$ cat config.mk
export PLATFORM = sky130hd
export DESIGN_NAME = monitor_config_offset_regs
export DESIGN_NICKNAME = d
export VERILOG_FILES = /design/src/hdl/monitor_cfg_pkg.sv /design/src/hdl/monitor_config_offset_regs.sv /design/src/hdl/offset_adder.sv
export SDC_FILE = /design/constraint.sdc
export NUM_CORES = 1
export LEC_CHECK = 0
export BUFFER_PORTS_ARGS = -buffer_cell sky130_fd_sc_hd__buf_2
export CAP_MARGIN = 20
export CORE_ASPECT_RATIO = 1.2
export CORE_MARGIN = 4
export CORE_UTILIZATION = 57
export CTS_CLUSTER_DIAMETER = 60
export DETAILED_ROUTE_END_ITERATION = 8
export HOLD_SLACK_MARGIN = 0.03
export PLACE_DENSITY = 0.84
export SYNTH_ARGS = -nofsm -noshare
export SYNTH_HDL_FRONTEND = slang
export SYNTH_HIERARCHICAL = 1
export SYNTH_SLANG_ARGS = --single-unit
$ cat constraint.sdc
create_clock -name clock -period 5.5 [get_ports clock]
set_clock_uncertainty 0.05 [all_clocks]
set_input_delay 0.275 -clock clock [delete_from_list [all_inputs] [get_ports clock]]
set_output_delay 0.275 -clock clock [all_outputs]
set_load 0.02 [all_outputs]
$ cat src/hdl/monitor_cfg_pkg.sv
// Constants, field layout and carrier types of the monitor configuration and offset registers.
//------------------------------------------------------------------------------
//------------------------------------------------------------------------------
package monitor_cfg_pkg;

  // ---------------------------------------------------------------------------
  // Register map
  // ---------------------------------------------------------------------------
  localparam logic [7:0] reg_index_fan1_min_high      = 8'h55;
  localparam logic [7:0] reg_index_remote2_offset     = 8'h72;
  localparam logic [7:0] reg_index_monitor_config_two = 8'h73;
  localparam logic [7:0] reg_index_monitor_config_four = 8'h7d;
  localparam logic [7:0] reg_index_test_two           = 8'h7f;
  localparam logic [7:0] reg_index_lock_ctrl          = 8'h80;
  localparam logic [7:0] reg_index_temp_status        = 8'h81;
  localparam logic [7:0] reg_index_remote2_limits     = 8'h82;

  // ---------------------------------------------------------------------------
  // Reset values and field positions
  // ---------------------------------------------------------------------------
  localparam logic [7:0] remote2_offset_reset     = 8'h00;
  localparam logic [7:0] monitor_config_two_reset = 8'h00;
  localparam logic [7:0] config_four_reset        = 8'h00;
  localparam logic [7:0] test_two_reset           = 8'h00;
  localparam logic [7:0] fan1_min_high_reset      = 8'h00;
  localparam logic [7:0] high_limit_reset         = 8'h7f;
  localparam logic [7:0] low_limit_reset          = 8'h80;
  localparam int         avg_disable_pos          = 4;
  localparam int         divider_bypass_pos       = 5;
  localparam int         single_single_channel_convert_pos          = 6;
  localparam int         ext_trigger_pos          = 2;
  localparam int         chan_sel_lsb             = 5;

  // ---------------------------------------------------------------------------
  // Carrier types
  // ---------------------------------------------------------------------------
  typedef struct packed {
    logic       single_channel_convert;
    logic       input_divider_bypass;
    logic       averaging_disable;
    logic [3:0] two_wire_sel;
  } monitor_config_two_t;

  typedef struct packed {
    logic [3:0] two_wire_sel;
    logic [7:0] two_wire_threshold;
    logic       averaging_disable;
    logic       input_divider_bypass;
    logic       single_channel_convert;
    logic       external_trigger_enable;
    logic [2:0] channel_select;
  } converter_ctrl_t;

endpackage : monitor_cfg_pkg

$ cat src/hdl/monitor_config_offset_regs.sv
// APB register bank for the remote sensor 2 offset and configuration register 2.
//
// Implementation choice: the APB interface to the registers.
`timescale 1ns/1ps
`default_nettype none
module monitor_config_offset_regs
(
  // Clock and reset
  input  wire logic        clock,
  input  wire logic        reset,
  // APB slave
  input  wire logic        psel,
  input  wire logic        penable,
  input  wire logic        pwrite,
  input  wire logic [11:0] paddr,
  input  wire logic [31:0] pwdata,
  output var  logic [31:0] prdata,
  output var  logic        pready,
  output var  logic        pslverr,
  // Remote sensor 2 raw reading from the converter
  input  wire logic        remote2_raw_valid,
  input  wire logic [7:0]  remote2_raw,
  // Corrected reading and limit flags
  output var  logic [7:0]  remote2_temp,
  output var  logic        remote2_temp_valid,
  output var  logic        remote2_over,
  output var  logic        remote2_under,
  // Converter and fan input control
  output var  monitor_cfg_pkg::converter_ctrl_t converter_ctrl
);

  // ---------------------------------------------------------------------------
  // Address decode
  // ---------------------------------------------------------------------------
  typedef enum logic [3:0] {
    sel_none, sel_offset, sel_cfg2, sel_cfg4, sel_test2, sel_fan1,
    sel_lock, sel_status, sel_limits
  } reg_sel_t;

  // Byte address is four times the printed index; anything else is unmapped.
  function automatic reg_sel_t decode(input logic [11:0] addr);
    logic [7:0] idx;
    idx = addr[9:2];
    if (addr[1:0] != 2'b00 || addr[11:10] != 2'b00)
      decode = sel_none;
    else if (idx == monitor_cfg_pkg::reg_index_remote2_offset)
      decode = sel_offset;
    else if (idx == monitor_cfg_pkg::reg_index_monitor_config_two)
      decode = sel_cfg2;
    else if (idx == monitor_cfg_pkg::reg_index_monitor_config_four)
      decode = sel_cfg4;
    else if (idx == monitor_cfg_pkg::reg_index_test_two)
      decode = sel_test2;
    else if (idx == monitor_cfg_pkg::reg_index_fan1_min_high)
      decode = sel_fan1;
    else if (idx == monitor_cfg_pkg::reg_index_lock_ctrl)
      decode = sel_lock;
    else if (idx == monitor_cfg_pkg::reg_index_temp_status)
      decode = sel_status;
    else if (idx == monitor_cfg_pkg::reg_index_remote2_limits)
      decode = sel_limits;
    else
      decode = sel_none;
  endfunction : decode

  reg_sel_t sel;
  logic     access;
  logic     wr;
  assign sel    = decode(paddr);
  assign access = psel && penable && !pready;
  assign wr     = access && pwrite;

  // ---------------------------------------------------------------------------
  // Registers
  // ---------------------------------------------------------------------------
  logic                                 lock;
  logic [7:0]                           remote2_offset;
  monitor_cfg_pkg::monitor_config_two_t config_two;
  logic [7:0]                           config_four;
  logic [7:0]                           test_two;
  logic [7:0]                           fan1_min_high;
  logic [7:0]                           high_limit;
  logic [7:0]                           low_limit;

  // The lock is sticky until reset, so locked settings survive runaway software.
  always_ff @(posedge clock)
  begin
    if (reset)
      lock <= 1'b0;
    else if (wr && sel == sel_lock && pwdata[0])
      lock <= 1'b1;
  end

  always_ff @(posedge clock)
  begin
    if (reset)
      remote2_offset <= monitor_cfg_pkg::remote2_offset_reset;
    else if (wr && sel == sel_offset && !lock)
      remote2_offset <= pwdata[7:0];
  end

  always_ff @(posedge clock)
  begin
    if (reset)
      config_two <= monitor_cfg_pkg::monitor_config_two_reset[6:0];
    else if (wr && sel == sel_cfg2 && !lock)
      config_two <= pwdata[6:0];
  end

  always_ff @(posedge clock)
  begin
    if (reset)
    begin
      config_four   <= monitor_cfg_pkg::config_four_reset;
      test_two      <= monitor_cfg_pkg::test_two_reset;
      fan1_min_high <= monitor_cfg_pkg::fan1_min_high_reset;
      high_limit    <= monitor_cfg_pkg::high_limit_reset;
      low_limit     <= monitor_cfg_pkg::low_limit_reset;
    end
    else if (wr)
    begin
      if (sel == sel_cfg4)
        config_four <= pwdata[7:0];
      else if (sel == sel_test2)
        test_two <= pwdata[7:0];
      else if (sel == sel_fan1)
        fan1_min_high <= pwdata[7:0];
      else if (sel == sel_limits)
      begin
        high_limit <= pwdata[7:0];
        low_limit  <= pwdata[15:8];
      end
    end
  end

  // ---------------------------------------------------------------------------
  // APB answer
  // ---------------------------------------------------------------------------
  // One wait state: pready rises in the access phase's second cycle.
  always_ff @(posedge clock)
  begin
    if (reset)
    begin
      pready  <= 1'b0;
      pslverr <= 1'b0;
      prdata  <= 32'h0000_0000;
    end
    else
    begin
      pready  <= access;
      pslverr <= access && sel == sel_none;
      prdata  <= 32'h0000_0000;
      if (access && !pwrite)
      begin
        case (sel)
          sel_offset: prdata <= {24'h00_0000, remote2_offset};
          sel_cfg2:   prdata <= {25'h000_0000, config_two};
          sel_cfg4:   prdata <= {24'h00_0000, config_four};
          sel_test2:  prdata <= {24'h00_0000, test_two};
          sel_fan1:   prdata <= {24'h00_0000, fan1_min_high};
          sel_lock:   prdata <= {31'h0000_0000, lock};
          sel_status: prdata <= {22'h00_0000, remote2_over, remote2_under, remote2_temp};
          sel_limits: prdata <= {16'h0000, low_limit, high_limit};
          default:    prdata <= 32'h0000_0000;
        endcase
      end
    end
  end

  // ---------------------------------------------------------------------------
  // Converter control
  // ---------------------------------------------------------------------------
  always_ff @(posedge clock)
  begin
    if (reset)
      converter_ctrl <= '0;
    else
    begin
      converter_ctrl.two_wire_sel           <= config_two.two_wire_sel;
      converter_ctrl.two_wire_threshold     <= (|config_two.two_wire_sel)
                                               ? config_four : 8'h00;
      converter_ctrl.averaging_disable      <= config_two.averaging_disable;
      converter_ctrl.input_divider_bypass   <= config_two.input_divider_bypass;
      converter_ctrl.single_channel_convert <= config_two.single_channel_convert;
      converter_ctrl.external_trigger_enable <= config_two.single_channel_convert
        && test_two[monitor_cfg_pkg::ext_trigger_pos];
      converter_ctrl.channel_select         <= config_two.single_channel_convert
        ? fan1_min_high[monitor_cfg_pkg::chan_sel_lsb +: 3] : 3'h0;
    end
  end

  // ---------------------------------------------------------------------------
  // Offset correction and limit check
  // ---------------------------------------------------------------------------
  logic       corr_valid;
  logic [7:0] corr_value;

  offset_adder #(.width(8)) u_offset_adder
  (
    .clock           (clock),
    .reset           (reset),
    .raw_valid       (remote2_raw_valid),
    .raw_value       (remote2_raw),
    .offset          (remote2_offset),
    .corrected_valid (corr_valid),
    .corrected_value (corr_value)
  );

  // Only the corrected value is stored and compared, never the raw one.
  always_ff @(posedge clock)
  begin
    if (reset)
    begin
      remote2_temp       <= 8'h00;
      remote2_temp_valid <= 1'b0;
      remote2_over       <= 1'b0;
      remote2_under      <= 1'b0;
    end
    else
    begin
      remote2_temp_valid <= corr_valid;
      if (corr_valid)
      begin
        remote2_temp  <= corr_value;
        remote2_over  <= $signed(corr_value) > $signed(high_limit);
        remote2_under <= $signed(corr_value) < $signed(low_limit);
      end
    end
  end

endmodule : monitor_config_offset_regs
`default_nettype wire

$ cat src/hdl/offset_adder.sv
// Signed offset correction for one temperature reading.
`timescale 1ns/1ps
`default_nettype none
module offset_adder
#(
  parameter int width = 8
)
(
  // Clock and reset
  input  wire logic             clock,
  input  wire logic             reset,
  // Raw reading in, corrected reading out
  input  wire logic             raw_valid,
  input  wire logic [width-1:0] raw_value,
  input  wire logic [7:0]       offset,
  output var  logic             corrected_valid,
  output var  logic [width-1:0] corrected_value
);

  // ---------------------------------------------------------------------------
  // Saturating signed add
  // ---------------------------------------------------------------------------
  // Saturation keeps a large negative offset from wrapping a cold reading hot.
  logic signed [width:0] sum;
  assign sum = $signed({raw_value[width-1], raw_value})
             + $signed({{(width-7){offset[7]}}, offset});

  always_ff @(posedge clock)
  begin
    if (reset)
    begin
      corrected_valid <= 1'b0;
      corrected_value <= '0;
    end
    else
    begin
      corrected_valid <= raw_valid;
      if (raw_valid)
      begin
        if (sum[width] != sum[width-1])
          corrected_value <= sum[width] ? {1'b1, {(width-1){1'b0}}}
                                        : {1'b0, {(width-1){1'b1}}};
        else
          corrected_value <= sum[width-1:0];
      end
    end
  end

endmodule : offset_adder
`default_nettype wire

==> impl_metrics.py, run 1 <==
metrics = {
    "timing": {
        "hold_violations": 0,
        "max_clock_freq_mhz": 378,
        "tightest_slew_ns": 1.06,
        "relSlewSlack": 0.288,
        "hold_ws_ns": 0.0432,
        "setup_viol": 0,
        "rsz0062_at_grt": "false",
        "post-route-period-util": 0.481,
        "totalNegativeSetupSlack_ns": 0,
        "period_needed_ns": 2.65,
        "slew_viol_final": 0,
    },
    "status": {
        "status": "complete, no violations",
    },
    "critical_path": {
        "slowest_stage": "a22oi_2",
        "crit_buf_inv": 1,
        "worst-endpoint-required_ns": 5.88,
        "path_depth": 8,
        "critPathKind": "reg2reg",
        "r2r-start": "remote2_offset[0]",
        "crit_family": "compound AO/OA/AOI/OAI gates",
        "max_stage_delay_ns": 0.51,
        "reg2reg_slack_ns": 2.85,
        "crit_start": "remote2_offset[0]",
        "path_max_fanout": 15,
        "cpMostUsedCell": "o211ai_1",
        "worstSetupStartpointType": "flip-flop",
        "worstPathArrival_ns": 3.02,
        "cp-end-kind": "flip-flop",
        "reg2regPathDepth": 8,
        "crit_chain": "ha_1 -> inv_1 -> fa_1 -> nor2b_1 -> o211ai_1 -> a22oi_2 -> o211ai_1 -> a311oi_1",
        "endpoint": "u_offset_adder/corrected_value[4]",
        "rr_endpoint": "u_offset_adder/corrected_value[4]",
    },
    "routing": {
        "drt_first_pass_iters": 8,
        "vias": 4703,
        "vias_per_cell": 5.83,
        "wl_um": 14000,
        "drtIter0Drc": 407,
        "wl_per_cell_um": 17.4,
        "final_antenna_net_count": 0,
        "drc": 0,
    },
    "synth": {
        "ys_warn_count": 6,
        "synth_edf_count": 0,
        "synth_seq_cells": 113,
        "synthMuxAreaShare": 0.0891,
        "yosysUniqueCellTypes": 72,
        "synth_area_um2": 5390,
        "synthAdderAreaFrac": 0.0571,
        "synth_xor_area_frac": 0.00487,
        "yosysTopAreaCell": "dfxtp_1",
        "synthSimpleGateAreaFrac": 0.219,
        "async_flop_share": 0,
        "synth_compound_area_frac": 0.144,
        "yosysTopAreaCellShare": 0.420,
        "synthFlopType": "dfxtp_1",
        "avgSynthCellArea_um2": 9.33,
        "synth_area_leaders": "dfxtp_1, mux2i_1, ha_1",
        "synth_seq_area_share": 0.420,
        "netlist_instances": 578,
        "synth_top_family_by_area": "simple AND/OR/NAND/NOR gates",
    },
    "grt": {
        "track_usage": 0.255,
        "antenna_found_initial": 0,
        "grt_pass1_vias": 4673,
        "grt_pass1_wl_um": 22600,
        "grt_overflow": 0,
        "grt_max_degree": 86,
    },
    "clocking": {
        "clock_path_buffers": 2,
        "ctsResizeCount": 0,
        "cts_buffers": 17,
        "clkSlewWorstSetupHoldPaths_ns": 0.06,
        "clock_sinks": 113,
        "clockRootBuffer": "clkbuf_8",
        "h-tree-depth": 4,
        "cts_tree": "yes",
        "worstSkewPairLatency_ns": 0.52,
    },
    "floorplan": {
        "core_area_um2": 9130,
        "dieArea_um2": 11100,
        "die-height_um": 115,
        "start_util": 0.590,
        "die_x_um": 96.8,
        "ios": 122,
        "rows": 38,
    },
    "finish": {
        "nNetsFinal": 755,
        "reg_top3": "converter_ctrl: 19 flops, prdata: 16 flops",
        "top_register": "converter_ctrl",
        "largest_reg_flops": 19,
        "drive_gt1_frac": 0.214,
        "areaGrowthSynthToFinish_pct": 21.8,
        "num_antenna_cells": 0,
        "n_fill_cell": 657,
    },
    "placed_design": {
        "post-dp-hpwl_um": 9590,
        "place_congestion": 0.902,
        "numPortBuffers": 89,
    },
    "pwr": {
        "power.leakage_uw": 0.00287,
        "max-vdd-ir-drop_uv": 211,
        "powerDensity_nw_per_um2": 325,
    },
    "run": {
        "maxCapViolCount": 0,
    },
    "min_path": {
        "hold_class": "in2reg",
    },
}
[power by group]
part / switching [uW] / internal [uW] / leakage (uW) / total [uW]
clock: 366 / 805 / 0.000302 / 1170
combinational: 74.6 / 49.8 / 0.00166 / 124
sequential: 12.4 / 828 / 0.000914 / 840
total: 453 / 1680 / 0.00287 / 2140
[layout by cell type (no fill, tap or decap), types with 4 or more instances in the layout]
cell type,netlist,layout
dfxtp_1,113,113
buf_2,6,89
nor2_1,62,62
nand2_1,56,56
mux2i_1,39,39
inv_1,23,23
ha_1,23,23
a21oi_1,21,21
nor2b_1,18,18
conb_1,1,16
clkbuf_16,0,16
nand3_1,15,15
dlygate4sd3_1,0,13
and2_1,12,12
and3_1,9,9
o211ai_1,8,8
a211o_1,8,8
a222oi_1,8,8
mux2_2,8,8
a31oi_1,8,8
o21ai_0,7,7
a41oi_1,6,6
nor3b_1,5,5
bufinv_16,0,5
nor4_1,4,4
nand2b_1,4,4
a21o_1,4,4
o21bai_1,4,4
clkbuf_1,14,4
[per-stage QoR]
step	total power [uW]	cell area, um2	cells	setup WS, ns	utilization
floorplan	937	5450	593	3.39	-
global placement	964	5800	761	2.82	0.635
detailed placement	970	5800	761	2.77	0.635
CTS	2140	6560	806	2.86	0.719
global route	2190	6560	806	2.63	0.719
finish	2140	6560	806	2.85	0.719
[how the worst min path moves through the flow]
| stage | slack [ns] | start | end | cells after the start |
|---|---|---|---|---|
| 2_1_floorplan | 0.33 | reset | converter_ctrl[4] | 1 |
| 3_3_place_gp | 0.39 | test_two[5] | test_two[5] | 2 |
| 3_5_place_dp | 0.39 | test_two[1] | test_two[1] | 2 |
| 4_1_cts | 0.03 | pwdata[0] | high_limit[0] | 3 |
| 5_1_grt | 0.04 | pwdata[4] | high_limit[4] | 2 |
| 6_report | 0.04 | pwdata[4] | test_two[4] | 3 |
[layer usage]
layer	track usage	up-vias	part of all wire
met4	0.131	0	0.038
li1	-	2209	-
met1	0.281	2196	0.38
met2	0.447	245	0.51
met5	0	-	0
met3	0.0725	53	0.070
[Yosys cell counts (4+ instances only)]
| cell | n |
|---|---|
| a222oi_1 | 8 |
| clkbuf_1 | 14 |
| nor4_1 | 4 |
| ha_1 | 23 |
| buf_4 | 17 |
| nand3_1 | 15 |
| buf_2 | 6 |
| nor3b_1 | 5 |
| nand2b_1 | 4 |
| nor2_1 | 62 |
| a41oi_1 | 6 |
| o21bai_1 | 4 |
| a211o_1 | 8 |
| nand2_1 | 56 |
| mux2_2 | 8 |
| buf_6 | 4 |
| a31oi_1 | 8 |
| a21o_1 | 4 |
| nor2b_1 | 18 |
| o21ai_0 | 7 |
| dfxtp_1 | 113 |
| o211ai_1 | 8 |
| mux2i_1 | 39 |
| and3_1 | 9 |
| inv_1 | 23 |
| and2_1 | 12 |
| a21oi_1 | 21 |
[layout make-up]
type,instances,area (um2),area share
Timing Repair Buffer,105,598,0.0911
Clock buffer,23,457,0.0696
Clock inverter,9,179,0.0273
Sequential cell,113,2260,0.345
Inverter,23,86.3,0.0132
Tap cell,120,150,0.0229
Multi-Input combinational cell,413,2830,0.431
[what timing repair did]
action | in CTS | in global routing
setup buffers | 0 | 0
hold buffers | 13 | 0
hold endpoints to repair | 20 | 0
[worst min-delay path, cell delays in order]
cell and delay, ns:
buf_2 0.15, nand3_1 0.08, a21oi_1 0.06
[logic make-up (layout without fill, tap and decap cells)]
kind of cell               count (synthesis)  in the layout
and+or+nand+nor                          222            222
xor gates and xnor gates                   3              3
AOI/OAI and AO/OA                        101            101
muxes                                     47             47
DFF                                      113            113
buffers and inverters                     67            160
other                                      1             16
adders and majority gates                 24             24
(Power assumes the default switching activity.)
==> inputs of run 2 (changes only) <==
Settings changed: ABC_AREA set to 1, CORE_UTILIZATION 57 to 49, PLACE_DENSITY 0.84 to 0.76.
Clock period 5.5 ns to 2.3 ns, I/O delays scaled along.
==> impl_metrics.py, run 2 <==
metrics = {
    "status": {
        "status": "complete, no violations",
    },
    "synth": {
        "avgSynthCellArea_um2": 7.57,
        "yosysUniqueCellTypes": 46,
        "synth_area_um2": 5580,
        "synthTopCellsByCount": "nand2_1, dfxtp_1, nor2_1",
        "synth_edf_count": 0,
        "netlist_instances": 737,
        "yosysTopAreaCellShare": 0.405,
        "yosysMostFrequentCell": "nand2_1",
        "synth_seq_area_share": 0.405,
        "synthFlopType": "dfxtp_1",
        "synth_area_leaders": "dfxtp_1, nand2_1, nor2_1",
        "async_flop_share": 0,
        "yosysTopAreaCell": "dfxtp_1",
        "synth_seq_cells": 113,
        "ys_warn_count": 6,
    },
    "timing": {
        "slew_viol_final": 0,
        "period_needed_ns": 2.18,
        "rsz0062_at_grt": "false",
        "totalNegativeSetupSlack_ns": 0,
        "post-route-period-util": 0.946,
        "max_clock_freq_mhz": 460,
        "setup_viol": 0,
        "hold_violations": 0,
    },
    "clocking": {
        "clock_sinks": 113,
        "worstSkewPairLatency_ns": 0.41,
        "clockRootBuffer": "clkbuf_16",
        "cts_buffers": 17,
        "clkSlewWorstSetupHoldPaths_ns": 0.05,
        "h-tree-depth": 4,
        "postCtsSetupRepairBufs": 0,
        "cts_tree": "yes",
        "clock_path_buffers": 2,
    },
    "pwr": {
        "max-vdd-ir-drop_uv": 511,
        "powerDensity_nw_per_um2": 729,
        "power.leakage_uw": 0.00335,
    },
    "finish": {
        "num_antenna_cells": 0,
        "mostFrequentLayoutCell": "nand2_1",
        "stdcell_count": 1016,
        "final_cell_mix": "nand2_1, dfxtp_1, nor2_1",
        "nNetsFinal": 931,
        "reg_top3": "converter_ctrl: 19 flops, prdata: 16 flops",
        "areaGrowthSynthToFinish_pct": 23.5,
        "largest_reg_flops": 19,
        "multiInputGateArea_um2": 2810,
        "seqCellArea_um2": 2260,
        "n_fill_cell": 1003,
        "drive_gt1_frac": 0.218,
        "top_register": "converter_ctrl",
    },
    "critical_path": {
        "worst-endpoint-required_ns": 2.56,
        "cp-end-kind": "flip-flop",
        "critPathKind": "in2reg",
        "path_max_fanout": 10,
        "worstPathArrival_ns": 2.44,
        "reg2regPathDepth": 8,
        "worstSetupStartpointType": "input pin",
        "r2r-start": "pready",
        "rr_endpoint": "prdata[1]",
        "reg2reg_slack_ns": 0.23,
    },
    "grt": {
        "grt_pass1_vias": 4933,
        "track_usage": 0.228,
        "grt_overflow": 0,
        "antenna_found_initial": 0,
        "grt_pass1_wl_um": 24300,
        "grt_max_degree": 50,
    },
    "placed_design": {
        "place_congestion": 0.935,
        "placedCellCount": 965,
        "post-dp-hpwl_um": 10500,
        "numPortBuffers": 89,
    },
    "floorplan": {
        "die_x_um": 105,
        "rows": 42,
        "core_area_um2": 11100,
        "die-height_um": 125,
        "ios": 122,
        "dieArea_um2": 13200,
        "start_util": 0.503,
    },
    "min_path": {
        "min_to": "converter_ctrl[18]",
        "holdPathStages": 2,
        "hold_class": "in2reg",
        "worstHoldStart": "reset",
    },
    "routing": {
        "final_antenna_net_count": 0,
        "drtIter0Drc": 344,
        "vias_per_cell": 5.08,
        "drc": 0,
        "drt_first_pass_iters": 5,
        "wl_per_cell_um": 14.5,
        "vias": 5162,
        "wl_um": 14700,
    },
    "run": {
        "maxCapViolCount": 0,
    },
}
-- run 2: changes by cell type in the layout (fill, tap and decap cells not counted), moves of 12 or more --
cell / delta
nor3_1: +14
mux2i_1: -39
inv_1: +55
nor2_1: +38
nand2_1: +67
o21ai_0: +31
nand4_1: +13
a21oi_1: +37
nand2_2: +12
nor2b_1: -18
nand3_1: +14
-- run 2: area by class of cell --
| cell class | count | share of cell area |
|---|---|---|
| Sequential cell | 113 | 0.328 |
| Clock inverter | 11 | 0.0196 |
| Inverter | 89 | 0.0490 |
| Multi-Input combinational cell | 514 | 0.408 |
| Clock buffer | 21 | 0.0683 |
| Timing Repair Buffer | 114 | 0.0988 |
| Tap cell | 154 | 0.0280 |
-- run 2: critical path, stage by stage --
cell           delay (ns)
dlygate4sd3_1        0.55
buf_2                0.12
nand2_1              0.05
nor2_1               0.18
dlygate4sd3_1        0.59
inv_1                0.04
nor2_1               0.13
inv_1                0.09
nor2_2               0.20
nand2_4              0.15
a21oi_1              0.22
-- run 2: how the worst max path moves through the flow --
stage	start	slack (ns)	to
after global routing	penable	0.05	prdata[1]
after floorplan	remote2_offset[0]	0.55	u_offset_adder/corrected_value[2]
after detailed placement	remote2_offset[0]	0.34	u_offset_adder/corrected_value[5]
final	penable	0.12	prdata[1]
after global placement	paddr[9]	0.41	remote2_offset[7]
after CTS	penable	0.19	prdata[3]
-- run 2: logic make-up after synthesis --
group / share of synthesized area
simple gates: 0.290
fa+ha+maj: 0.0552
buf+inv: 0.103
flops: 0.405
xor+xnor: 0.00785
other cells: 0.000672
compound gates: 0.138
-- run 2: through the flow --
stage | area, um2 | power (uW) | utilization | setup WS, ns | hold WS (ns)
after floorplan | 5640 | 2260 | - | 0.546 | 0.127
after global placement | 6080 | 2350 | 0.549 | 0.411 | 0.358
after detailed placement | 6080 | 2360 | 0.549 | 0.342 | 0.356
after CTS | 6880 | 5020 | 0.620 | 0.194 | 0.0413
after global routing | 6890 | 5180 | 0.621 | 0.0457 | 0.0584
final | 6890 | 5020 | 0.621 | 0.124 | 0.0470
-- run 2: power breakdown --
part	switching (uW)	leakage [uW]	internal, uW
clock	896	0.000298	1770
combinational	215	0.00213	120
sequential	30.9	0.000915	1990
-- run 2: timing repair --
item | CTS | global route
endpoints found under the setup margin | 0 | 4
hold buffers | 19 | 0
endpoints found under the hold margin | 19 | 0
gates resized for setup | 0 | 3
-- run 2: layer usage --
metal,vias to the layer above,GRT usage,routed length [um]
li1,2590,-,-
met1,2315,0.277,5980
met2,211,0.380,7070
met3,46,0.0487,1110
met4,0,0.110,592
met5,-,0,0
==> inputs of run 3 (changes only) <==
Settings changed: CORE_UTILIZATION 49 to 57, CTS_BUF_LIST set to sky130_fd_sc_hd__clkbuf_2 sky130_fd_sc_hd__clkbuf_4 sky130_fd_sc_hd__clkbuf_8, PLACE_DENSITY 0.76 to 0.83.
Clock period 2.3 ns to 2.76 ns, I/O delays scaled along.
==> impl_metrics.py, run 3 (same netlist as run 2, synthesis figures left out) <==
metrics = {
    "timing": {
        "relSlewSlack": 0.642,
        "slew_viol_final": 0,
        "post-route-period-util": 0.885,
        "totalNegativeSetupSlack_ns": 0,
        "tightest_slew_ns": 0.530,
        "max_clock_freq_mhz": 409,
        "rsz0062_at_grt": "false",
        "period_needed_ns": 2.44,
        "setup_viol": 0,
        "hold_violations": 0,
        "hold_ws_ns": 0.0867,
    },
    "pwr": {
        "power.leakage_uw": 0.00325,
        "powerDensity_nw_per_um2": 564,
        "comb_power_share": 0.075,
        "power.switching_uw": 914,
        "max-vdd-ir-drop_uv": 437,
        "p_clk_frac": 0.480,
        "intPower_uw": 2860,
        "seq_power_share": 0.445,
        "sw_frac_of_total": 0.242,
    },
    "clocking": {
        "postCtsSetupRepairBufs": 0,
        "clockRootBuffer": "clkbuf_8",
        "clock_path_buffers": 2,
        "clock_sinks": 113,
        "cts_hold_buffers": 19,
        "clkSlewWorstSetupHoldPaths_ns": 0.07,
        "h-tree-depth": 4,
        "cts_buffers": 17,
        "ctsResizeCount": 0,
        "worstSkewPairLatency_ns": 0.44,
        "cts_tree": "yes",
    },
    "routing": {
        "drtIter0Drc": 395,
        "final_antenna_net_count": 0,
        "wl_um": 15600,
        "vias_per_cell": 5.45,
        "wl_met2_um": 7630,
        "top_layer": "met4",
        "drt_first_pass_iters": 5,
        "drc": 0,
        "wl_per_cell_um": 15.8,
        "wl_met3_um": 1250,
        "vias": 5363,
        "drt-met1-wl_um": 6110,
    },
    "finish": {
        "num_antenna_cells": 0,
        "stdcell_count": 984,
        "mostFrequentLayoutCell": "nand2_1",
        "drive_gt1_frac": 0.216,
        "largest_reg_flops": 19,
        "final_cell_mix": "nand2_1, dfxtp_1, nor2_1",
        "areaGrowthSynthToFinish_pct": 19.9,
        "n_fill_cell": 781,
        "top_register": "converter_ctrl",
        "nNetsFinal": 930,
        "reg_top3": "converter_ctrl: 19 flops, prdata: 16 flops",
    },
    "critical_path": {
        "path_max_fanout": 14,
        "slowest_stage": "dlygate4sd3_1",
        "worstSetupStartpointType": "input pin",
        "cp-end-kind": "flip-flop",
        "worstPathArrival_ns": 2.71,
        "max_stage_delay_ns": 0.57,
        "worst-endpoint-required_ns": 3.03,
        "crit_chain": "dlygate4sd3_1 -> buf_2 -> nand2_1 -> dlygate4sd3_1 -> nor2_1 -> nand2_1 -> nor2_2 -> nand2_2 -> o21ai_0 -> a21oi_1",
        "critPathKind": "in2reg",
    },
    "grt": {
        "grt_max_degree": 33,
        "grt_pass1_wl_um": 24500,
        "grt_pass1_vias": 5075,
        "track_usage": 0.270,
        "antenna_found_initial": 0,
        "grt_overflow": 0,
    },
    "floorplan": {
        "rows": 39,
        "core_area_um2": 9560,
        "die_x_um": 98.3,
        "start_util": 0.583,
        "dieArea_um2": 11400,
        "die-height_um": 116,
        "ios": 122,
    },
    "placed_design": {
        "post-dp-hpwl_um": 11000,
        "place_congestion": 0.946,
        "numPortBuffers": 89,
        "placedCellCount": 932,
    },
    "status": {
        "status": "complete, no violations",
    },
    "run": {
        "maxCapViolCount": 0,
    },
    "min_path": {
        "hold_class": "in2reg",
    },
}
## run 3: routing by layer
layer,track usage,up-vias
li1,-,2594
met1,0.315,2449
met2,0.471,255
met3,0.0621,65
met4,0.127,0
met5,0,-
## run 3: per-stage QoR
| step | total power, uW | setup WS, ns | utilization | instance area (um2) |
|---|---|---|---|---|
| finish | 3780 | 0.318 | 0.699 | 6690 |
| global route | 3890 | 0.0991 | 0.699 | 6690 |
| CTS | 3780 | 0.397 | 0.699 | 6680 |
| detailed placement | 1970 | 0.753 | 0.630 | 6030 |
| global placement | 1960 | 0.833 | 0.630 | 6030 |
| floorplan | 1880 | 1.01 | - | 5640 |
## run 3: final timing paths
path	startpoint	to	slack [ns]	cells past startpoint
max	penable	config_two[1]	0.32	10
max reg2reg	remote2_offset[0]	u_offset_adder/corrected_value[6]	0.69	12
min reg2reg	config_two[6]	converter_ctrl[3]	0.39	2
min	remote2_raw[0]	u_offset_adder/corrected_value[0]	0.09	4
## run 3: critical path: cells and delay by family
family                 cells  cell delay (ns)
buffers and inverters      3             1.20
AOI/OAI and AO/OA          2             0.27
and+or+nand+nor            5             1.08
## run 3: area by class of cell
| class | count | area (um2) | share of cell area |
|---|---|---|---|
| Clock buffer | 19 | 255 | 0.0382 |
| Clock inverter | 13 | 209 | 0.0312 |
| Inverter | 89 | 338 | 0.0505 |
| Multi-Input combinational cell | 514 | 2800 | 0.419 |
| Sequential cell | 113 | 2260 | 0.338 |
| Tap cell | 123 | 154 | 0.0230 |
| Timing Repair Buffer | 113 | 671 | 0.100 |
## run 3: power by group through the flow
stage / clock network, uW / logic [uW] / registers, uW
3_5_place_dp: 0 / 256 / 1710
5_1_grt: 1900 / 310 / 1680
2_1_floorplan: 0 / 167 / 1710
3_3_place_gp: 0 / 245 / 1710
4_1_cts: 1830 / 278 / 1680
6_report: 1810 / 283 / 1680
